File: config.mk
export PLATFORM = sky130hd
export DESIGN_NAME = ssc_top
export DESIGN_NICKNAME = d
export VERILOG_FILES = /design/src/rtl/ssc_pkg.sv /design/src/rtl/ssc_top.sv
export VERILOG_INCLUDE_DIRS = /design/src /design/src/rtl
export SDC_FILE = /design/constraint.sdc
export NUM_CORES = 1
export LEC_CHECK = 0
export ABC_AREA = 1
export BUFFER_PORTS_ARGS = -buffer_cell sky130_fd_sc_hd__buf_4
export CORE_ASPECT_RATIO = 1.2
export CORE_MARGIN = 2
export CORE_UTILIZATION = 55
export DETAILED_ROUTE_END_ITERATION = 8
export GPL_TIMING_DRIVEN = 0
export PLACE_DENSITY = 0.76
export SLEW_MARGIN = 20
export SYNTH_ARGS = -nofsm -noshare
export SYNTH_HDL_FRONTEND = slang
export SYNTH_SLANG_ARGS = --single-unit
File: constraint.sdc
create_clock -name ref_clk_i -period 3.76 [get_ports ref_clk_i]
set_clock_uncertainty 0.05 [all_clocks]
set_input_delay 0.752 -clock ref_clk_i [delete_from_list [all_inputs] [get_ports ref_clk_i]]
set_output_delay 0.752 -clock ref_clk_i [all_outputs]
set_load 0.005 [all_outputs]
File: src/rtl/ssc_cfg.svh
// Purpose: Constants for the slider SPI command interpreter.
// Assumes: 50 MHz reference clock; SPI mode with falling-edge shift.
// Notes:   All offsets, field positions, defaults and counts live here.
`ifndef SSC_CFG_SVH
`define SSC_CFG_SVH
`define SSC_OP_NULL      8'h00
`define SSC_OP_CAL       8'h01
`define SSC_OP_ENDCAL    8'h02
`define SSC_OP_DRIFT     8'h03
`define SSC_PFX_PROX     2'h1
`define SSC_PFX_TOUCH    2'h2
`define SSC_THR_DEFAULT  6'h0A
`define SSC_CAL_BURSTS   5'h0A
`define SSC_ENDCAL_BURSTS 5'h14
`define SSC_DRIFT_DIV    4'hA
`define SSC_FREE_DIV     3'h6
`define SSC_FREE_GAP     5'h10   // Quiet idle cycles before a free-run burst
`define SSC_BIT_TOUCH    7
`define SSC_BIT_ERR      1
`define SSC_BIT_PROX     0
`endif

File: src/rtl/ssc_pkg.sv
// Purpose: Types for the slider SPI command interpreter.
// Assumes: Included constants header.
// Notes:   Command kinds after decoding.
package ssc_pkg;
    typedef enum logic [2:0] {
        SSC_CMD_NULL,
        SSC_CMD_CAL,
        SSC_CMD_ENDCAL,
        SSC_CMD_DRIFT,
        SSC_CMD_PROX,
        SSC_CMD_TOUCH
    } ssc_cmd_e;
    typedef enum logic [1:0] {
        SSC_ST_IDLE,
        SSC_ST_BURST
    } ssc_state_e;
endpackage : ssc_pkg

File: src/rtl/ssc_top.sv
// Purpose: Command interpreter of a capacitive slider behind an SPI slave.
// Assumes: SPI clock, select and data are pins, synchronised here; the
//          acquisition engine is outside and reports signal and position.
// Notes:   One burst request pulse per acquisition; the engine answers done.
`include "ssc_cfg.svh"
module ssc_top
    import ssc_pkg::*;
(
    // Clock, reset, enable
    input  wire logic       ref_clk_i,
    input  wire logic       reset_n_i,
    input  wire logic       clk_en_i,
    // SPI pins
    input  wire logic       spi_sck_i,
    input  wire logic       spi_ss_n_i,
    input  wire logic       spi_mosi_i,
    output logic            spi_miso_o,
    output logic            host_may_shift_flag_o,
    // Acquisition engine
    input  wire logic [8:0] signal_i,
    input  wire logic [6:0] position_i,
    input  wire logic       polarity_err_i,
    input  wire logic       burst_done_i,
    output logic            burst_req_o,
    output logic            drift_step_o,
    output logic            ref_cal_o,
    output logic            end_cal_o,
    output logic            end_map_en_o,
    output logic [5:0]      prox_thr_o,
    output logic [5:0]      touch_thr_o,
    // Detection pins
    output logic            prox_o,
    output logic            touch_o
);
    // Pin synchronisers: first stage feeds second only
    logic [2:0] sync1_ff, sync2_ff, nxt_sync1, nxt_sync2;
    logic       sck_d_ff, ss_d_ff, nxt_sck_d, nxt_ss_d;
    // Shift machinery
    logic [7:0] rx_ff, nxt_rx, tx_ff, nxt_tx;
    logic [3:0] bit_cnt_ff, nxt_bit_cnt;
    logic       cmd_ok_ff, nxt_cmd_ok;   // Full byte seen this frame
    // Control state
    ssc_state_e st_ff, nxt_st;
    logic [4:0] burst_left_ff, nxt_burst_left, gap_ff, nxt_gap;  // Gap counts quiet idle cycles
    logic [3:0] drift_cnt_ff, nxt_drift_cnt;
    logic [2:0] free_cnt_ff, nxt_free_cnt;
    logic [5:0] prox_thr_ff, nxt_prox_thr, touch_thr_ff, nxt_touch_thr;
    logic       map_ff, nxt_map, touch_ff, nxt_touch, prox_ff, nxt_prox;
    logic       req_ff, nxt_req, dstep_ff, nxt_dstep;
    logic       rcal_ff, nxt_rcal, ecal_ff, nxt_ecal, miso_ff, nxt_miso;
    logic       pend_end_ff, nxt_pend_end, flag_ff, nxt_flag;
    logic       pend_drift_ff, nxt_pend_drift;
    logic       sck, ss, mosi, sck_rise, sck_fall, ss_rise;
    logic [8:0] touch_lvl, touch_rel;
    logic [7:0] resp;
    ssc_cmd_e   cmd;

    // Opcode decode, shared by select rise handling and the assertions
    function automatic ssc_cmd_e dec_cmd(input logic [7:0] b);
        if (b[7:6] == `SSC_PFX_PROX) begin
            dec_cmd = SSC_CMD_PROX;
        end else if (b[7:6] == `SSC_PFX_TOUCH) begin
            dec_cmd = SSC_CMD_TOUCH;
        end else if (b == `SSC_OP_CAL) begin
            dec_cmd = SSC_CMD_CAL;
        end else if (b == `SSC_OP_ENDCAL) begin
            dec_cmd = SSC_CMD_ENDCAL;
        end else if (b == `SSC_OP_DRIFT) begin
            dec_cmd = SSC_CMD_DRIFT;
        end else begin
            dec_cmd = SSC_CMD_NULL;
        end
    endfunction : dec_cmd

    assign sck  = sync2_ff[0];
    assign ss   = sync2_ff[1];
    assign mosi = sync2_ff[2];
    assign sck_rise = sck & ~sck_d_ff;
    assign sck_fall = ~sck & sck_d_ff;
    assign ss_rise  = ss & ~ss_d_ff;
    assign cmd      = dec_cmd(rx_ff);
    assign touch_lvl = {1'b0, touch_thr_ff, 2'b00};
    // release at or below level minus one eighth
    assign touch_rel = touch_lvl - {3'b000, touch_lvl[8:3]};

    always_comb begin
        if (touch_ff) begin
            resp = {1'b1, position_i};
        end else begin
            resp = {6'h00, polarity_err_i, prox_ff};
        end
    end

    // Next-state computation for all groups
    always_comb begin
        nxt_sync1      = {spi_mosi_i, spi_ss_n_i, spi_sck_i};
        nxt_sync2      = sync1_ff;
        nxt_sck_d      = sck;
        nxt_ss_d       = ss;
        nxt_rx         = rx_ff;
        nxt_tx         = tx_ff;
        nxt_bit_cnt    = bit_cnt_ff;
        nxt_cmd_ok     = cmd_ok_ff;
        nxt_miso       = miso_ff;
        nxt_st         = st_ff;
        nxt_burst_left = burst_left_ff;
        nxt_drift_cnt  = drift_cnt_ff;
        nxt_free_cnt   = free_cnt_ff;
        nxt_prox_thr   = prox_thr_ff;
        nxt_touch_thr  = touch_thr_ff;
        nxt_map        = map_ff;
        nxt_req        = 1'b0;
        nxt_dstep      = 1'b0;
        nxt_rcal       = rcal_ff;
        nxt_ecal       = ecal_ff;
        nxt_gap        = 5'h00;
        nxt_pend_end   = pend_end_ff;
        nxt_pend_drift = pend_drift_ff;
        // proximity compare, no hysteresis; higher is harder
        nxt_prox = ({3'b000, prox_thr_ff} < signal_i);
        if (touch_ff) begin
            nxt_touch = (signal_i > touch_rel);
        end else begin
            nxt_touch = (signal_i > touch_lvl);
        end
        // Frame start loads response, clears counters
        if (!ss && ss_d_ff) begin
            nxt_tx      = resp;
            nxt_miso    = resp[7];
            nxt_bit_cnt = 4'h0;
            nxt_cmd_ok  = 1'b0;
        end
        if (!ss && sck_rise && st_ff == SSC_ST_IDLE) begin
            nxt_rx      = {rx_ff[6:0], mosi};
            nxt_bit_cnt = bit_cnt_ff + 4'h1;
            if (bit_cnt_ff == 4'h7) begin
                nxt_cmd_ok = 1'b1;
            end
        end
        // shift on falling edge; the first fall drives bit seven
        if (!ss && sck_fall) begin
            nxt_tx   = {tx_ff[6:0], 1'b0};
            nxt_miso = tx_ff[7];
        end
        case (st_ff)
            SSC_ST_IDLE: begin
                if (ss_rise) begin
                    // burst on select rise; null just bursts
                    nxt_req        = 1'b1;
                    nxt_st         = SSC_ST_BURST;
                    nxt_burst_left = 5'h01;
                    nxt_cmd_ok     = 1'b0;
                    if (cmd_ok_ff) begin
                        case (cmd)
                            SSC_CMD_CAL: begin
                                nxt_burst_left = `SSC_CAL_BURSTS;
                                nxt_map        = 1'b0;
                                nxt_rcal       = 1'b1;
                            end
                            SSC_CMD_ENDCAL: begin
                                nxt_burst_left = `SSC_ENDCAL_BURSTS;
                                nxt_pend_end   = 1'b1;
                                nxt_ecal       = 1'b1;
                            end
                            SSC_CMD_DRIFT: begin
                                nxt_pend_drift = ~touch_ff;
                            end
                            SSC_CMD_PROX:  nxt_prox_thr  = rx_ff[5:0];
                            SSC_CMD_TOUCH: nxt_touch_thr = rx_ff[5:0];
                            default: ;
                        endcase
                    end
                end else if (ss && ss_d_ff) begin
                    // free-run after a gap that lets a host start a frame
                    nxt_gap = gap_ff + 5'h01;
                    if (gap_ff == `SSC_FREE_GAP) begin
                        nxt_gap        = 5'h00;
                        nxt_req        = 1'b1;
                        nxt_st         = SSC_ST_BURST;
                        nxt_burst_left = 5'h01;
                        if (free_cnt_ff == `SSC_FREE_DIV - 3'h1) begin
                            nxt_free_cnt   = 3'h0;
                            nxt_pend_drift = ~touch_ff;
                        end else begin
                            nxt_free_cnt = free_cnt_ff + 3'h1;
                        end
                    end
                end
            end
            SSC_ST_BURST: begin
                if (burst_done_i) begin
                    if (pend_drift_ff) begin
                        // one drift step per ten drift requests, from opcodes or free-run
                        nxt_pend_drift = 1'b0;
                        if (drift_cnt_ff == `SSC_DRIFT_DIV - 4'h1) begin
                            nxt_drift_cnt = 4'h0;
                            nxt_dstep     = 1'b1;
                        end else begin
                            nxt_drift_cnt = drift_cnt_ff + 4'h1;
                        end
                    end
                    if (burst_left_ff == 5'h01) begin
                        nxt_st   = SSC_ST_IDLE;
                        nxt_rcal = 1'b0;
                        nxt_ecal = 1'b0;
                        if (pend_end_ff) begin
                            nxt_map      = 1'b1;
                            nxt_pend_end = 1'b0;
                        end
                    end else begin
                        nxt_burst_left = burst_left_ff - 5'h01;
                        nxt_req        = 1'b1;
                    end
                end
            end
            default: nxt_st = SSC_ST_IDLE;
        endcase
        // Host may shift only while idle with nothing requested
        nxt_flag = (nxt_st == SSC_ST_IDLE) & ~nxt_req;
    end

    // Register everything; thresholds survive until reset
    always_ff @(posedge ref_clk_i or negedge reset_n_i) begin
        if (!reset_n_i) begin
            sync1_ff      <= 3'h3;  // Idle pins: clock and select high
            sync2_ff      <= 3'h3;
            sck_d_ff      <= 1'b1;
            ss_d_ff       <= 1'b1;
            rx_ff         <= 8'h00;
            tx_ff         <= 8'h00;
            bit_cnt_ff    <= 4'h0;
            cmd_ok_ff     <= 1'b0;
            miso_ff       <= 1'b0;
            st_ff         <= SSC_ST_IDLE;
            burst_left_ff <= 5'h00;
            drift_cnt_ff  <= 4'h0;
            free_cnt_ff   <= 3'h0;
            prox_thr_ff   <= `SSC_THR_DEFAULT;
            touch_thr_ff  <= `SSC_THR_DEFAULT;
            map_ff        <= 1'b0;
            touch_ff      <= 1'b0;
            prox_ff       <= 1'b0;
            req_ff        <= 1'b0;
            dstep_ff      <= 1'b0;
            rcal_ff       <= 1'b0;
            ecal_ff       <= 1'b0;
            flag_ff       <= 1'b1;
            gap_ff        <= 5'h00;
            pend_end_ff   <= 1'b0;
            pend_drift_ff <= 1'b0;
        end else if (clk_en_i) begin
            sync1_ff      <= nxt_sync1;
            sync2_ff      <= nxt_sync2;
            sck_d_ff      <= nxt_sck_d;
            ss_d_ff       <= nxt_ss_d;
            rx_ff         <= nxt_rx;
            tx_ff         <= nxt_tx;
            bit_cnt_ff    <= nxt_bit_cnt;
            cmd_ok_ff     <= nxt_cmd_ok;
            miso_ff       <= nxt_miso;
            st_ff         <= nxt_st;
            burst_left_ff <= nxt_burst_left;
            drift_cnt_ff  <= nxt_drift_cnt;
            free_cnt_ff   <= nxt_free_cnt;
            prox_thr_ff   <= nxt_prox_thr;
            touch_thr_ff  <= nxt_touch_thr;
            map_ff        <= nxt_map;
            touch_ff      <= nxt_touch;
            prox_ff       <= nxt_prox;
            req_ff        <= nxt_req;
            dstep_ff      <= nxt_dstep;
            rcal_ff       <= nxt_rcal;
            ecal_ff       <= nxt_ecal;
            flag_ff       <= nxt_flag;
            gap_ff        <= nxt_gap;
            pend_end_ff   <= nxt_pend_end;
            pend_drift_ff <= nxt_pend_drift;
        end
    end

    // device starts calibrated; ref_cal marks a recalibration run
    assign spi_miso_o            = miso_ff;
    assign host_may_shift_flag_o = flag_ff;
    assign burst_req_o           = req_ff;
    assign drift_step_o          = dstep_ff;
    assign ref_cal_o             = rcal_ff;
    assign end_cal_o             = ecal_ff;
    assign end_map_en_o          = map_ff;
    assign prox_thr_o            = prox_thr_ff;
    assign touch_thr_o           = touch_thr_ff;
    assign prox_o                = prox_ff;
    assign touch_o               = touch_ff;

    // response byte carries the touch pin level at frame start, and the prox pin only while not touching
    touch_bit_a: assert property (@(posedge ref_clk_i) disable iff (!reset_n_i)
        (clk_en_i && !ss && ss_d_ff) |=> tx_ff[`SSC_BIT_TOUCH] == $past(touch_o))
        else $error("touch bit mismatch");
    prox_pin_a: assert property (@(posedge ref_clk_i) disable iff (!reset_n_i)
        (clk_en_i && !ss && ss_d_ff && !touch_o) |=> tx_ff[`SSC_BIT_PROX] == $past(prox_o))
        else $error("prox bit missing");
    cal_clear_a: assert property (@(posedge ref_clk_i) disable iff (!reset_n_i)
        (clk_en_i && st_ff == SSC_ST_IDLE && ss_rise && cmd_ok_ff && cmd == SSC_CMD_CAL)
        |=> !map_ff) else $error("map not cleared");
    burst_start_a: assert property (@(posedge ref_clk_i) disable iff (!reset_n_i)
        (clk_en_i && st_ff == SSC_ST_IDLE && ss_rise) |=> burst_req_o)
        else $error("no burst on select rise");
    prox_thr_a: assert property (@(posedge ref_clk_i) disable iff (!reset_n_i)
        (clk_en_i && st_ff == SSC_ST_IDLE && ss_rise && cmd_ok_ff && cmd == SSC_CMD_PROX)
        |=> prox_thr_o == $past(rx_ff[5:0])) else $error("prox load");
    touch_thr_a: assert property (@(posedge ref_clk_i) disable iff (!reset_n_i)
        (clk_en_i && st_ff == SSC_ST_IDLE && ss_rise && cmd_ok_ff && cmd == SSC_CMD_TOUCH)
        |=> touch_thr_o == $past(rx_ff[5:0])) else $error("touch load");
    cal_len_a: assert property (@(posedge ref_clk_i) disable iff (!reset_n_i)
        (clk_en_i && st_ff == SSC_ST_IDLE && ss_rise && cmd_ok_ff && cmd == SSC_CMD_CAL)
        |=> burst_left_ff == `SSC_CAL_BURSTS) else $error("cal length");
    endcal_len_a: assert property (@(posedge ref_clk_i) disable iff (!reset_n_i)
        (clk_en_i && st_ff == SSC_ST_IDLE && ss_rise && cmd_ok_ff && cmd == SSC_CMD_ENDCAL)
        |=> burst_left_ff == `SSC_ENDCAL_BURSTS) else $error("endcal length");
    drift_touch_a: assert property (@(posedge ref_clk_i) disable iff (!reset_n_i)
        (clk_en_i && st_ff == SSC_ST_IDLE && ss_rise && cmd_ok_ff && cmd == SSC_CMD_DRIFT
         && touch_ff && !pend_drift_ff) |=> !pend_drift_ff)
        else $error("drift not ignored");
endmodule : ssc_top

Yosys cells after proc, flatten, opt, wreduce, memory -nomap -nowiden
Index checks and enable logic that the tools add are counted.
{ "classes": {"eq_ne": 29, "reduce_logical": 23, "n_bitwise": 10, "mux": 73, "magnitude_cmp": 3, "add_sub_neg": 6} }
{ "op_table": {"columns": ["operator", "n"], "rows": [
  ["5-bit two-way mux", 10],
  ["1-bit two-way mux", 38],
  ["8-bit two-way mux", 3],
  ["5-bit case mux with 2 select lines", 2],
  ["8-bit by 2-bit == test with 1-bit output (second input constant)", 2],
  ["2-bit two-way mux", 8],
  ["8-bit AND reduction", 2],
  ["5-bit AND reduction", 3],
  ["7-bit AND reduction", 2],
  ["4-bit two-way mux", 3],
  ["2-bit inequality test (second input constant)", 6],
  ["3-bit by 2-bit inequality test with 1-bit output (second input constant)", 4],
  ["1-bit case mux with 2 select lines", 5],
  ["3-bit == test (second input constant)", 3],
  ["9-bit by 8-bit > comparator with 1-bit output", 1],
  ["9-bit > comparator", 1],
  ["6-bit by 9-bit less-than comparator with 1-bit output", 1],
  ["3-bit two-way mux", 3],
  ["8-bit by 5-bit subtractor with 9-bit output", 1],
  ["4-bit by 1-bit adder with 4-bit output (second input constant)", 2],
  ["8-bit by 1-bit == test with 1-bit output (second input constant)", 1],
  ["3-bit by 2-bit == test with 1-bit output (second input constant)", 2],
  ["1-bit NOT", 6],
  ["2-bit AND reduction", 3],
  ["other kinds (20)", 32]
]} }
{ "totals": {"in_bits": 24, "reg_bits": 70, "wordCells": 169, "output_inout_bits": 21} }

Logic depth before layout (Yosys ltp)
Gate-level depths: netlist of run 1.
{ "logic_depth": {"word_depth": 11, "depth_mapped": 19, "mapped_depth_nobuf": 19} }

Worst setup path before layout of run 1
OpenSTA, ideal clock, no wires.
{ "synth_path": {"kind": "register to register", "startpoint": "reg touch_thr_ff[3] (netlist: touch_thr_o[3])", "endpoint": "reg touch_ff (netlist: touch_o)", "period_less_slack_ns": 2.565, "setup_ns": 0.113, "stages_incl_launch_ff": 18, "required_time_ns": 3.597, "slack_ns": 1.195, "path_buffers": 0, "arrival_ns": 2.402, "path_cell_list": "dfstp_2 -> inv_1 -> ha_1 -> nand2_1 -> o21bai_1 -> nand2_1 -> nand2_1 -> a21oi_1 -> nand2_1 -> nand2_1 -> nand2_1 -> ha_1 -> nand3_1 -> or3_1 -> nand2_1 -> nand2_1 -> nand2_1 -> inv_1"} }
{ "synth_via": {"elab_chain_cells": 3, "word_cells_on_any_way": 4, "classes_between": "add/sub: 1; order compare: 2; mux: 1"} }
{ "synth_rtl": {"columns": ["item", "line_no", "source"], "rows": [
  ["start, declared", "ssc_top.sv:47", "logic [5:0] prox_thr_ff, nxt_prox_thr, touch_thr_ff, nxt_touch_thr;"],
  ["start signal, assigned", "ssc_top.sv:239", "touch_thr_ff <= `SSC_THR_DEFAULT;"],
  ["start signal, assigned", "ssc_top.sv:266", "touch_thr_ff <= nxt_touch_thr;"],
  ["8-bit by 5-bit subtractor with 9-bit output", "ssc_top.sv:84", "assign touch_rel = touch_lvl - {3'b000, touch_lvl[8:3]};"],
  ["9-bit > comparator", "ssc_top.sv:122", "nxt_touch = (signal_i > touch_rel);"],
  ["1-bit two-way mux *", "ssc_top.sv:121", "if (touch_ff) begin"],
  ["end signal, assigned", "ssc_top.sv:268", "touch_ff <= nxt_touch;"],
  ["end, declared", "ssc_top.sv:48", "logic map_ff, nxt_map, touch_ff, nxt_touch, prox_ff, nxt_prox;"]
]} }
Every way passes the cells marked *; elsewhere a longest branch is shown, timed or not.
A chain may end at the register's enable or synchronous reset.

Worst setup path in the final report of run 1
Same ends and word-level chain as after synthesis.

==> metrics.txt, run 1 <==
unrepaired setup endpoints after global routing=no; Via Count=3514; CTS Buffer Depth=2; min-delay src=nxt_sync2[1]$_DFFE_PN1P_; DRC violation count after routing=0; crit-path most repeated cell=nand2_1; insertion delay to the later sink of the worst-skew pair=350 ps; clock-pin transition on the worst setup and hold timing paths=80 ps; data arrival time of the worst path=3080 ps; Synth Instances=511; Worst Tran Pin Value=860 ps; sequential fraction of the synthesis area=0.432; register bit total from synthesis=70; CTS root buf=clkbuf_8; number of max-cap violations=0; CP max stage cell=dfstp_2; number of CTS-inserted buffers=9; Final nets=623; H-tree depth=3; Post-synth EDFFs=0; final hold violations=0; critical path startpoint category=flop; Starting Density=0.565; Synth cell types=37; design area=4750 um2; FP Rows=34; vias in the first global route=3398; Worst setup EP type=flop; Mean Syn Cell Area=7.99 um2; gpl congestion=0.873; Die Span Y=98.4 um; R2R Setup Slk=870 ps; VDD IR max=0.358 mV; post-layout util=0.657; minimum clock period after layout=2890 ps; GRT Util Overall=0.233; cts hold-fix bufs=0; Worst R2R Path Depth=17; first-pass GRT wire length=14.6 mm; fillcell total=618; P_leak=2.38 nW; Rel. slew slack=0.426; largest net degree at the start of global routing=71; hold crit path type=flop to flop; global route total overflow=0; postcts setup bufs=0; drt pass-1 iters=5; Critical Path RT=3960 ps; Via density=5.32; register area=1770 um2; post-synthesis to final-layout area growth=16.5%; # resized after CTS=0; crit-path max FO=5; slowest stage delay, CP=580 ps; P per Cell Area=486 nW/um2; R2R Path Start=touch_thr_o[3]$_DFFE_PN1P_; Top FF cell, synth=dfrtp_1; outcome=completed; top-area cell type share of the netlist area=0.362; die width=82.7 um; CTS tree=done; synth top area cells=dfrtp_1 36%, nand2_1 12%, ha_1 10%, dfstp_2 7.1%, inv_1 6.4%; synth warn=0; Cell Area, Synth=4080 um2; WL final=8.65 mm; Post-synth ARST share=1.00; Final setup viols=0; r2r endpoint=touch_o$_DFFE_PN0P_; total negative slack=0 ps; commonest cells in the netlist=128 x nand2_1, 70 x inv_1, 59 x dfrtp_1; Inserted Diodes=0; worst path cell trace=inv_1, ha_1, nand2_1, o21bai_1, nand2_1, nand2_1, a21oi_1, nand2_1, nand2_1, nand2_1, ha_1, nand3_1, or3_1, nand2_1, nand2_1, nand2_1, inv_1; initial antenna violation count=0; top-count cell post-synth=nand2_1; DRT antenna net count=0; number of clock sinks=70; max frequency=347 MHz; Hold Path End=nxt_sync2[1]$_DFFE_PN1P_; # IOs=45; PortBufs=43; final period utilization=0.767; Synth area leader=dfrtp_1; critical path class=flop to flop; Placement Cell Area=4520 um2; Final Max Tran Viols=0; Final HPWL DP=6.57 mm; syn_nets=569; area occupied by multi-input gates=2000 um2; WHS Path Cells=2; Die ar.=8130 um2; routed len/inst=13.1 um; share of layout cells above drive strength 1=0.160; core area=7230 um2; Initial DRC Count=167
==> flip-flops by register name (all words and copies together), names as in the netlist, 2 cells and up <==
register       cells
drift_cnt_ff       4
free_cnt_ff        3
rx_ff              8
tx_ff              8
bit_cnt_ff         4
nxt_sync2          3
sync2_ff           3
gap_ff             5
st_ff              2
burst_left_ff      5
prox_thr_o         6
touch_thr_o        6
==> cell type report <==
type / instances / share of cell area
clock inverters: 6 / 0.0229
flip-flops and latches: 70 / 0.371
inverters: 72 / 0.0568
well taps: 90 / 0.0237
repair buffers: 43 / 0.0679
clock buffers: 10 / 0.0268
multi-input cells: 360 / 0.421
plain buffers: 9 / 0.00974
==> worst max-delay path by stage <==
stage                               start                   to  slack (ps)  cells past startpoint
2_1_floorplan  touch_thr_o[3]$_DFFE_PN1P_  touch_o$_DFFE_PN0P_        1200                     17
3_3_place_gp   touch_thr_o[3]$_DFFE_PN1P_  touch_o$_DFFE_PN0P_         980                     17
3_5_place_dp   touch_thr_o[3]$_DFFE_PN1P_  touch_o$_DFFE_PN0P_         900                     17
4_1_cts        touch_thr_o[3]$_DFFE_PN1P_  touch_o$_DFFE_PN0P_         880                     17
5_1_grt        touch_thr_o[3]$_DFFE_PN1P_  touch_o$_DFFE_PN0P_         640                     17
6_report       touch_thr_o[3]$_DFFE_PN1P_  touch_o$_DFFE_PN0P_         870                     17
==> cell families (layout without fill, tap and decap cells) <==
logic type,after synthesis,count (layout),share of synthesized area
compound gates,87,87,0.116
xor+xnor,13,13,0.0279
fa+ha+maj,34,34,0.104
buf+inv,81,140,0.0775
flops,70,70,0.432
simple gates,226,226,0.242
==> power by group <==
part	internal (W)	total, W	switching, W	leakage (nW)
clock	0.000441	0.000724	0.000283	0.121
sequential	0.000913	0.00102	0.000105	0.845
combinational	0.000222	0.000569	0.000347	1.42
==> placed cells by master, fill, tap and decap left out, types with 3 or more instances in the layout <==
master and n:
nand2_1 128, inv_1 70, dfrtp_1 59, buf_4 45, o21ai_0 43, nor2_1 43, ha_1 34, a21oi_1 22
nand3_1 21, dfstp_2 11, nand4_1 10, xor2_1 9, clkbuf_8 9, nor3_1 7, o21ai_1 5, a31oi_1 5
xnor2_1 4, clkbuf_1 4, nor2_4 4, buf_2 4, o22ai_1 3, bufinv_16 3
==> critical path: cells and delay by family (launching register included) <==
kind,cells,cell delay [ps]
and+or+nand+nor,11,1040
adders and majority gates,2,630
DFF,1,580
AOI/OAI and AO/OA,2,330
buffers and inverters,2,140
==> layer usage <==
metal  GRT usage  wire [um]
met4       0.116        278
met2       0.390       4330
met3      0.0508        356
met1       0.277       3680
met5           0          0
==> metrics by stage <==
step / total power, W / hold WS (ps) / cells / setup WS [ps]
floorplan: 0.00141 / 392 / 511 / 1200
finish: 0.00231 / 412 / 660 / 875
CTS: 0.00234 / 415 / 660 / 881
global route: 0.00248 / 439 / 660 / 636
global placement: 0.00157 / 404 / 644 / 981
detailed placement: 0.00160 / 405 / 644 / 896
Power figures use the tool's default switching activity.
==> inputs of run 2 (changes only) <==
--- a/config.mk
+++ b/config.mk
@@ -10,7 +10,7 @@
 export BUFFER_PORTS_ARGS = -buffer_cell sky130_fd_sc_hd__buf_4
 export CORE_ASPECT_RATIO = 1.2
 export CORE_MARGIN = 2
-export CORE_UTILIZATION = 55
+export CORE_UTILIZATION = 53
 export DETAILED_ROUTE_END_ITERATION = 8
 export GPL_TIMING_DRIVEN = 0
 export PLACE_DENSITY = 0.76
==> constraint.sdc (replaced) <==
create_clock -name ref_clk_i -period 2.41 [get_ports ref_clk_i]
set_clock_uncertainty 0.05 [all_clocks]
set_input_delay 0.482 -clock ref_clk_i [delete_from_list [all_inputs] [get_ports ref_clk_i]]
set_output_delay 0.482 -clock ref_clk_i [all_outputs]
set_load 0.005 [all_outputs]
==> run 2 against run 1 <==
The flow now finishes with violations (negative setup slack). Clock power increased by 13%. Core utilization decreased by 2.6 points. Design area increased by 0.55%. Wire length increased by 1.5%. Critical endpoint unchanged. Largest power group unchanged.
==> metrics.txt, run 2 (synthesis results as in run 1) <==
register area=1770 um2 (about the same); CTS tree=done (unchanged); PortBufs=43 (unchanged); gpl congestion=0.899 (was 0.873); Worst R2R Path Depth=15 (was 17); unrepaired setup endpoints after global routing=yes (was no); final period utilization=1.06 (was 0.767); final hold violations=0 (unchanged); data arrival time of the worst path=2750 ps (was 3080 ps); R2R Path Start=touch_thr_o[3]$_DFFE_PN1P_ (unchanged); failing checks=negative setup slack; number of clock sinks=70 (unchanged); max frequency=393 MHz (was 347 MHz); FP Rows=35 (was 34); Final Max Tran Viols=0 (unchanged); hold slack=179 ps (was 412 ps); Final setup viols=1 (was 0); R2R Setup Slk=-140 ps (was 870 ps); sequential power share=0.481 (was 0.441); initial antenna violation count=0 (unchanged); P per Cell Area=690 nW/um2 (was 486 nW/um2); GRT Util Overall=0.224 (was 0.233); most common cell after layout, fill and taps aside=nand2_1 (unchanged); clock power share=0.249 (was 0.313); CTS Buffer Depth=2 (unchanged); Die ar.=8420 um2 (was 8130 um2); CTS root buf=clkbuf_8 (unchanged); outcome=finished, violations left (was completed); Starting Density=0.539 (was 0.565); placed insts=646 (was 644); post-route insts no fill=669 (was 660); clock-pin transition on the worst setup and hold timing paths=80 ps (about the same); Via density=5.16 (was 5.32); Worst Tran Pin Value=860 ps (about the same); Top Registers=rx_ff: 8 flops, tx_ff: 8 flops (unchanged); r2r endpoint=touch_o$_DFFE_PN0P_ (unchanged); # IOs=45 (unchanged); Via Count=3455 (was 3514); DRT antenna net count=0 (unchanged); H-tree depth=3 (unchanged); most frequent cells in the layout=127 x nand2_1, 69 x inv_1, 58 x dfrtp_1 (was 128 x nand2_1, 70 x inv_1, 59 x dfrtp_1); fillcell total=675 (was 618); Critical Path RT=2610 ps (was 3960 ps); Worst setup EP type=flop (unchanged); global route total overflow=0 (unchanged); first-pass GRT wire length=15.2 mm (was 14.6 mm); WL final=8.78 mm (was 8.65 mm); largest net degree at the start of global routing=71 (unchanged); post-place setup slack=-274 ps (was 896 ps); Sw Pwr=0.00115 W (was 0.000735 W); share of layout cells above drive strength 1=0.184 (was 0.160); hold crit path type=primary input to async pin (was flop to flop); vias in the first global route=3412 (was 3398); drt pass-1 iters=4 (was 5); insertion delay to the later sink of the worst-skew pair=350 ps (about the same); minimum clock period after layout=2550 ps (was 2890 ps); Final HPWL DP=6.55 mm (was 6.57 mm); Final nets=630 (was 623); Die Span Y=100 um (was 98.4 um); Initial DRC Count=216 (was 167); cts hold-fix bufs=0 (unchanged); critical path startpoint category=flop (unchanged); Rel. slew slack=0.427 (was 0.426); Sw Ratio=0.350 (was 0.318); critical path class=flop to flop (unchanged); routed len/inst=13.1 um (about the same); die width=84.1 um (was 82.7 um); Inserted Diodes=0 (unchanged); VDD IR max=0.532 mV (was 0.358 mV); DRC violation count after routing=0 (unchanged); area occupied by multi-input gates=2040 um2 (was 2000 um2); Cell Int Power=0.00214 W (was 0.00158 W); P_leak=2.38 nW (about the same); core area=7580 um2 (was 7230 um2); Comb pwr share=0.270 (was 0.246); number of max-cap violations=0 (unchanged); Setup WS post-layout=-136 ps (was 875 ps); post-synthesis to final-layout area growth=17.1% (was 16.5%); total negative slack=-136 ps (was 0 ps); crit-path max FO=3 (was 5); Tot Pwr=0.00330 W (was 0.00231 W); number of CTS-inserted buffers=9 (unchanged)
[run 2: timing repair]
action	CTS	global route
endpoints found under the setup margin	1	1
gates resized for setup	3	4
setup buffers	7	0
pin swaps	13	6
[run 2: how the worst max path moves through the flow]
stage	startpoint	depth (start not counted)	to
2_1_floorplan	touch_thr_o[3]$_DFFE_PN1P_	15	touch_o$_DFFE_PN0P_
3_3_place_gp	touch_thr_o[3]$_DFFE_PN1P_	16	touch_o$_DFFE_PN0P_
3_5_place_dp	touch_thr_o[3]$_DFFE_PN1P_	16	touch_o$_DFFE_PN0P_
4_1_cts	touch_thr_o[3]$_DFFE_PN1P_	17	touch_o$_DFFE_PN0P_
5_1_grt	touch_thr_o[3]$_DFFE_PN1P_	15	touch_o$_DFFE_PN0P_
6_report	touch_thr_o[3]$_DFFE_PN1P_	15	touch_o$_DFFE_PN0P_
[run 2: final cells by class]
cell class | instances | share of cell area
tap | 92 | 0.0241
clock inverter | 6 | 0.00811
multi-input combinational | 360 | 0.426
timing repair buffer | 50 | 0.0785
sequential | 70 | 0.370
clock buffer | 10 | 0.0267
inverter | 72 | 0.0571
buffer | 9 | 0.00968
[run 2: per-layer routing]
metal / up-vias / wire length, um / global-route usage
li1: 1791 / - / -
met1: 1591 / 3910 / 0.275
met2: 59 / 4380 / 0.386
met3: 14 / 265 / 0.0337
met4: 0 / 223 / 0.109
met5: - / 0 / 0
[run 2: through the flow]
stage          instance area (um2)  utilization
2_1_floorplan                 4100            -
3_3_place_gp                  4540        0.599
3_5_place_dp                  4540        0.599
4_1_cts                       4760        0.628
5_1_grt                       4780        0.631
6_report                      4780        0.631
[run 2: power by group through the flow]
stage	sequential [W]	clock [W]	combinational, W
floorplan	0.00157	0	0.000625
global placement	0.00159	0	0.000860
detailed placement	0.00161	0	0.000895
CTS	0.00159	0.000840	0.000900
global route	0.00162	0.000883	0.00104
finish	0.00159	0.000821	0.000891
[run 2: critical path, stage by stage (launching register included)]
cell      delay [ps]
dfstp_2          560
inv_4             50
ha_4             260
nand2_1           50
o21bai_1         170
nand2_1           70
nand2_1           70
a21oi_2           80
xor2_1           150
ha_1             300
nand4_1           70
or3_1            360
nand2_1           90
nand2_1           50
nand2_1           60
inv_1             30
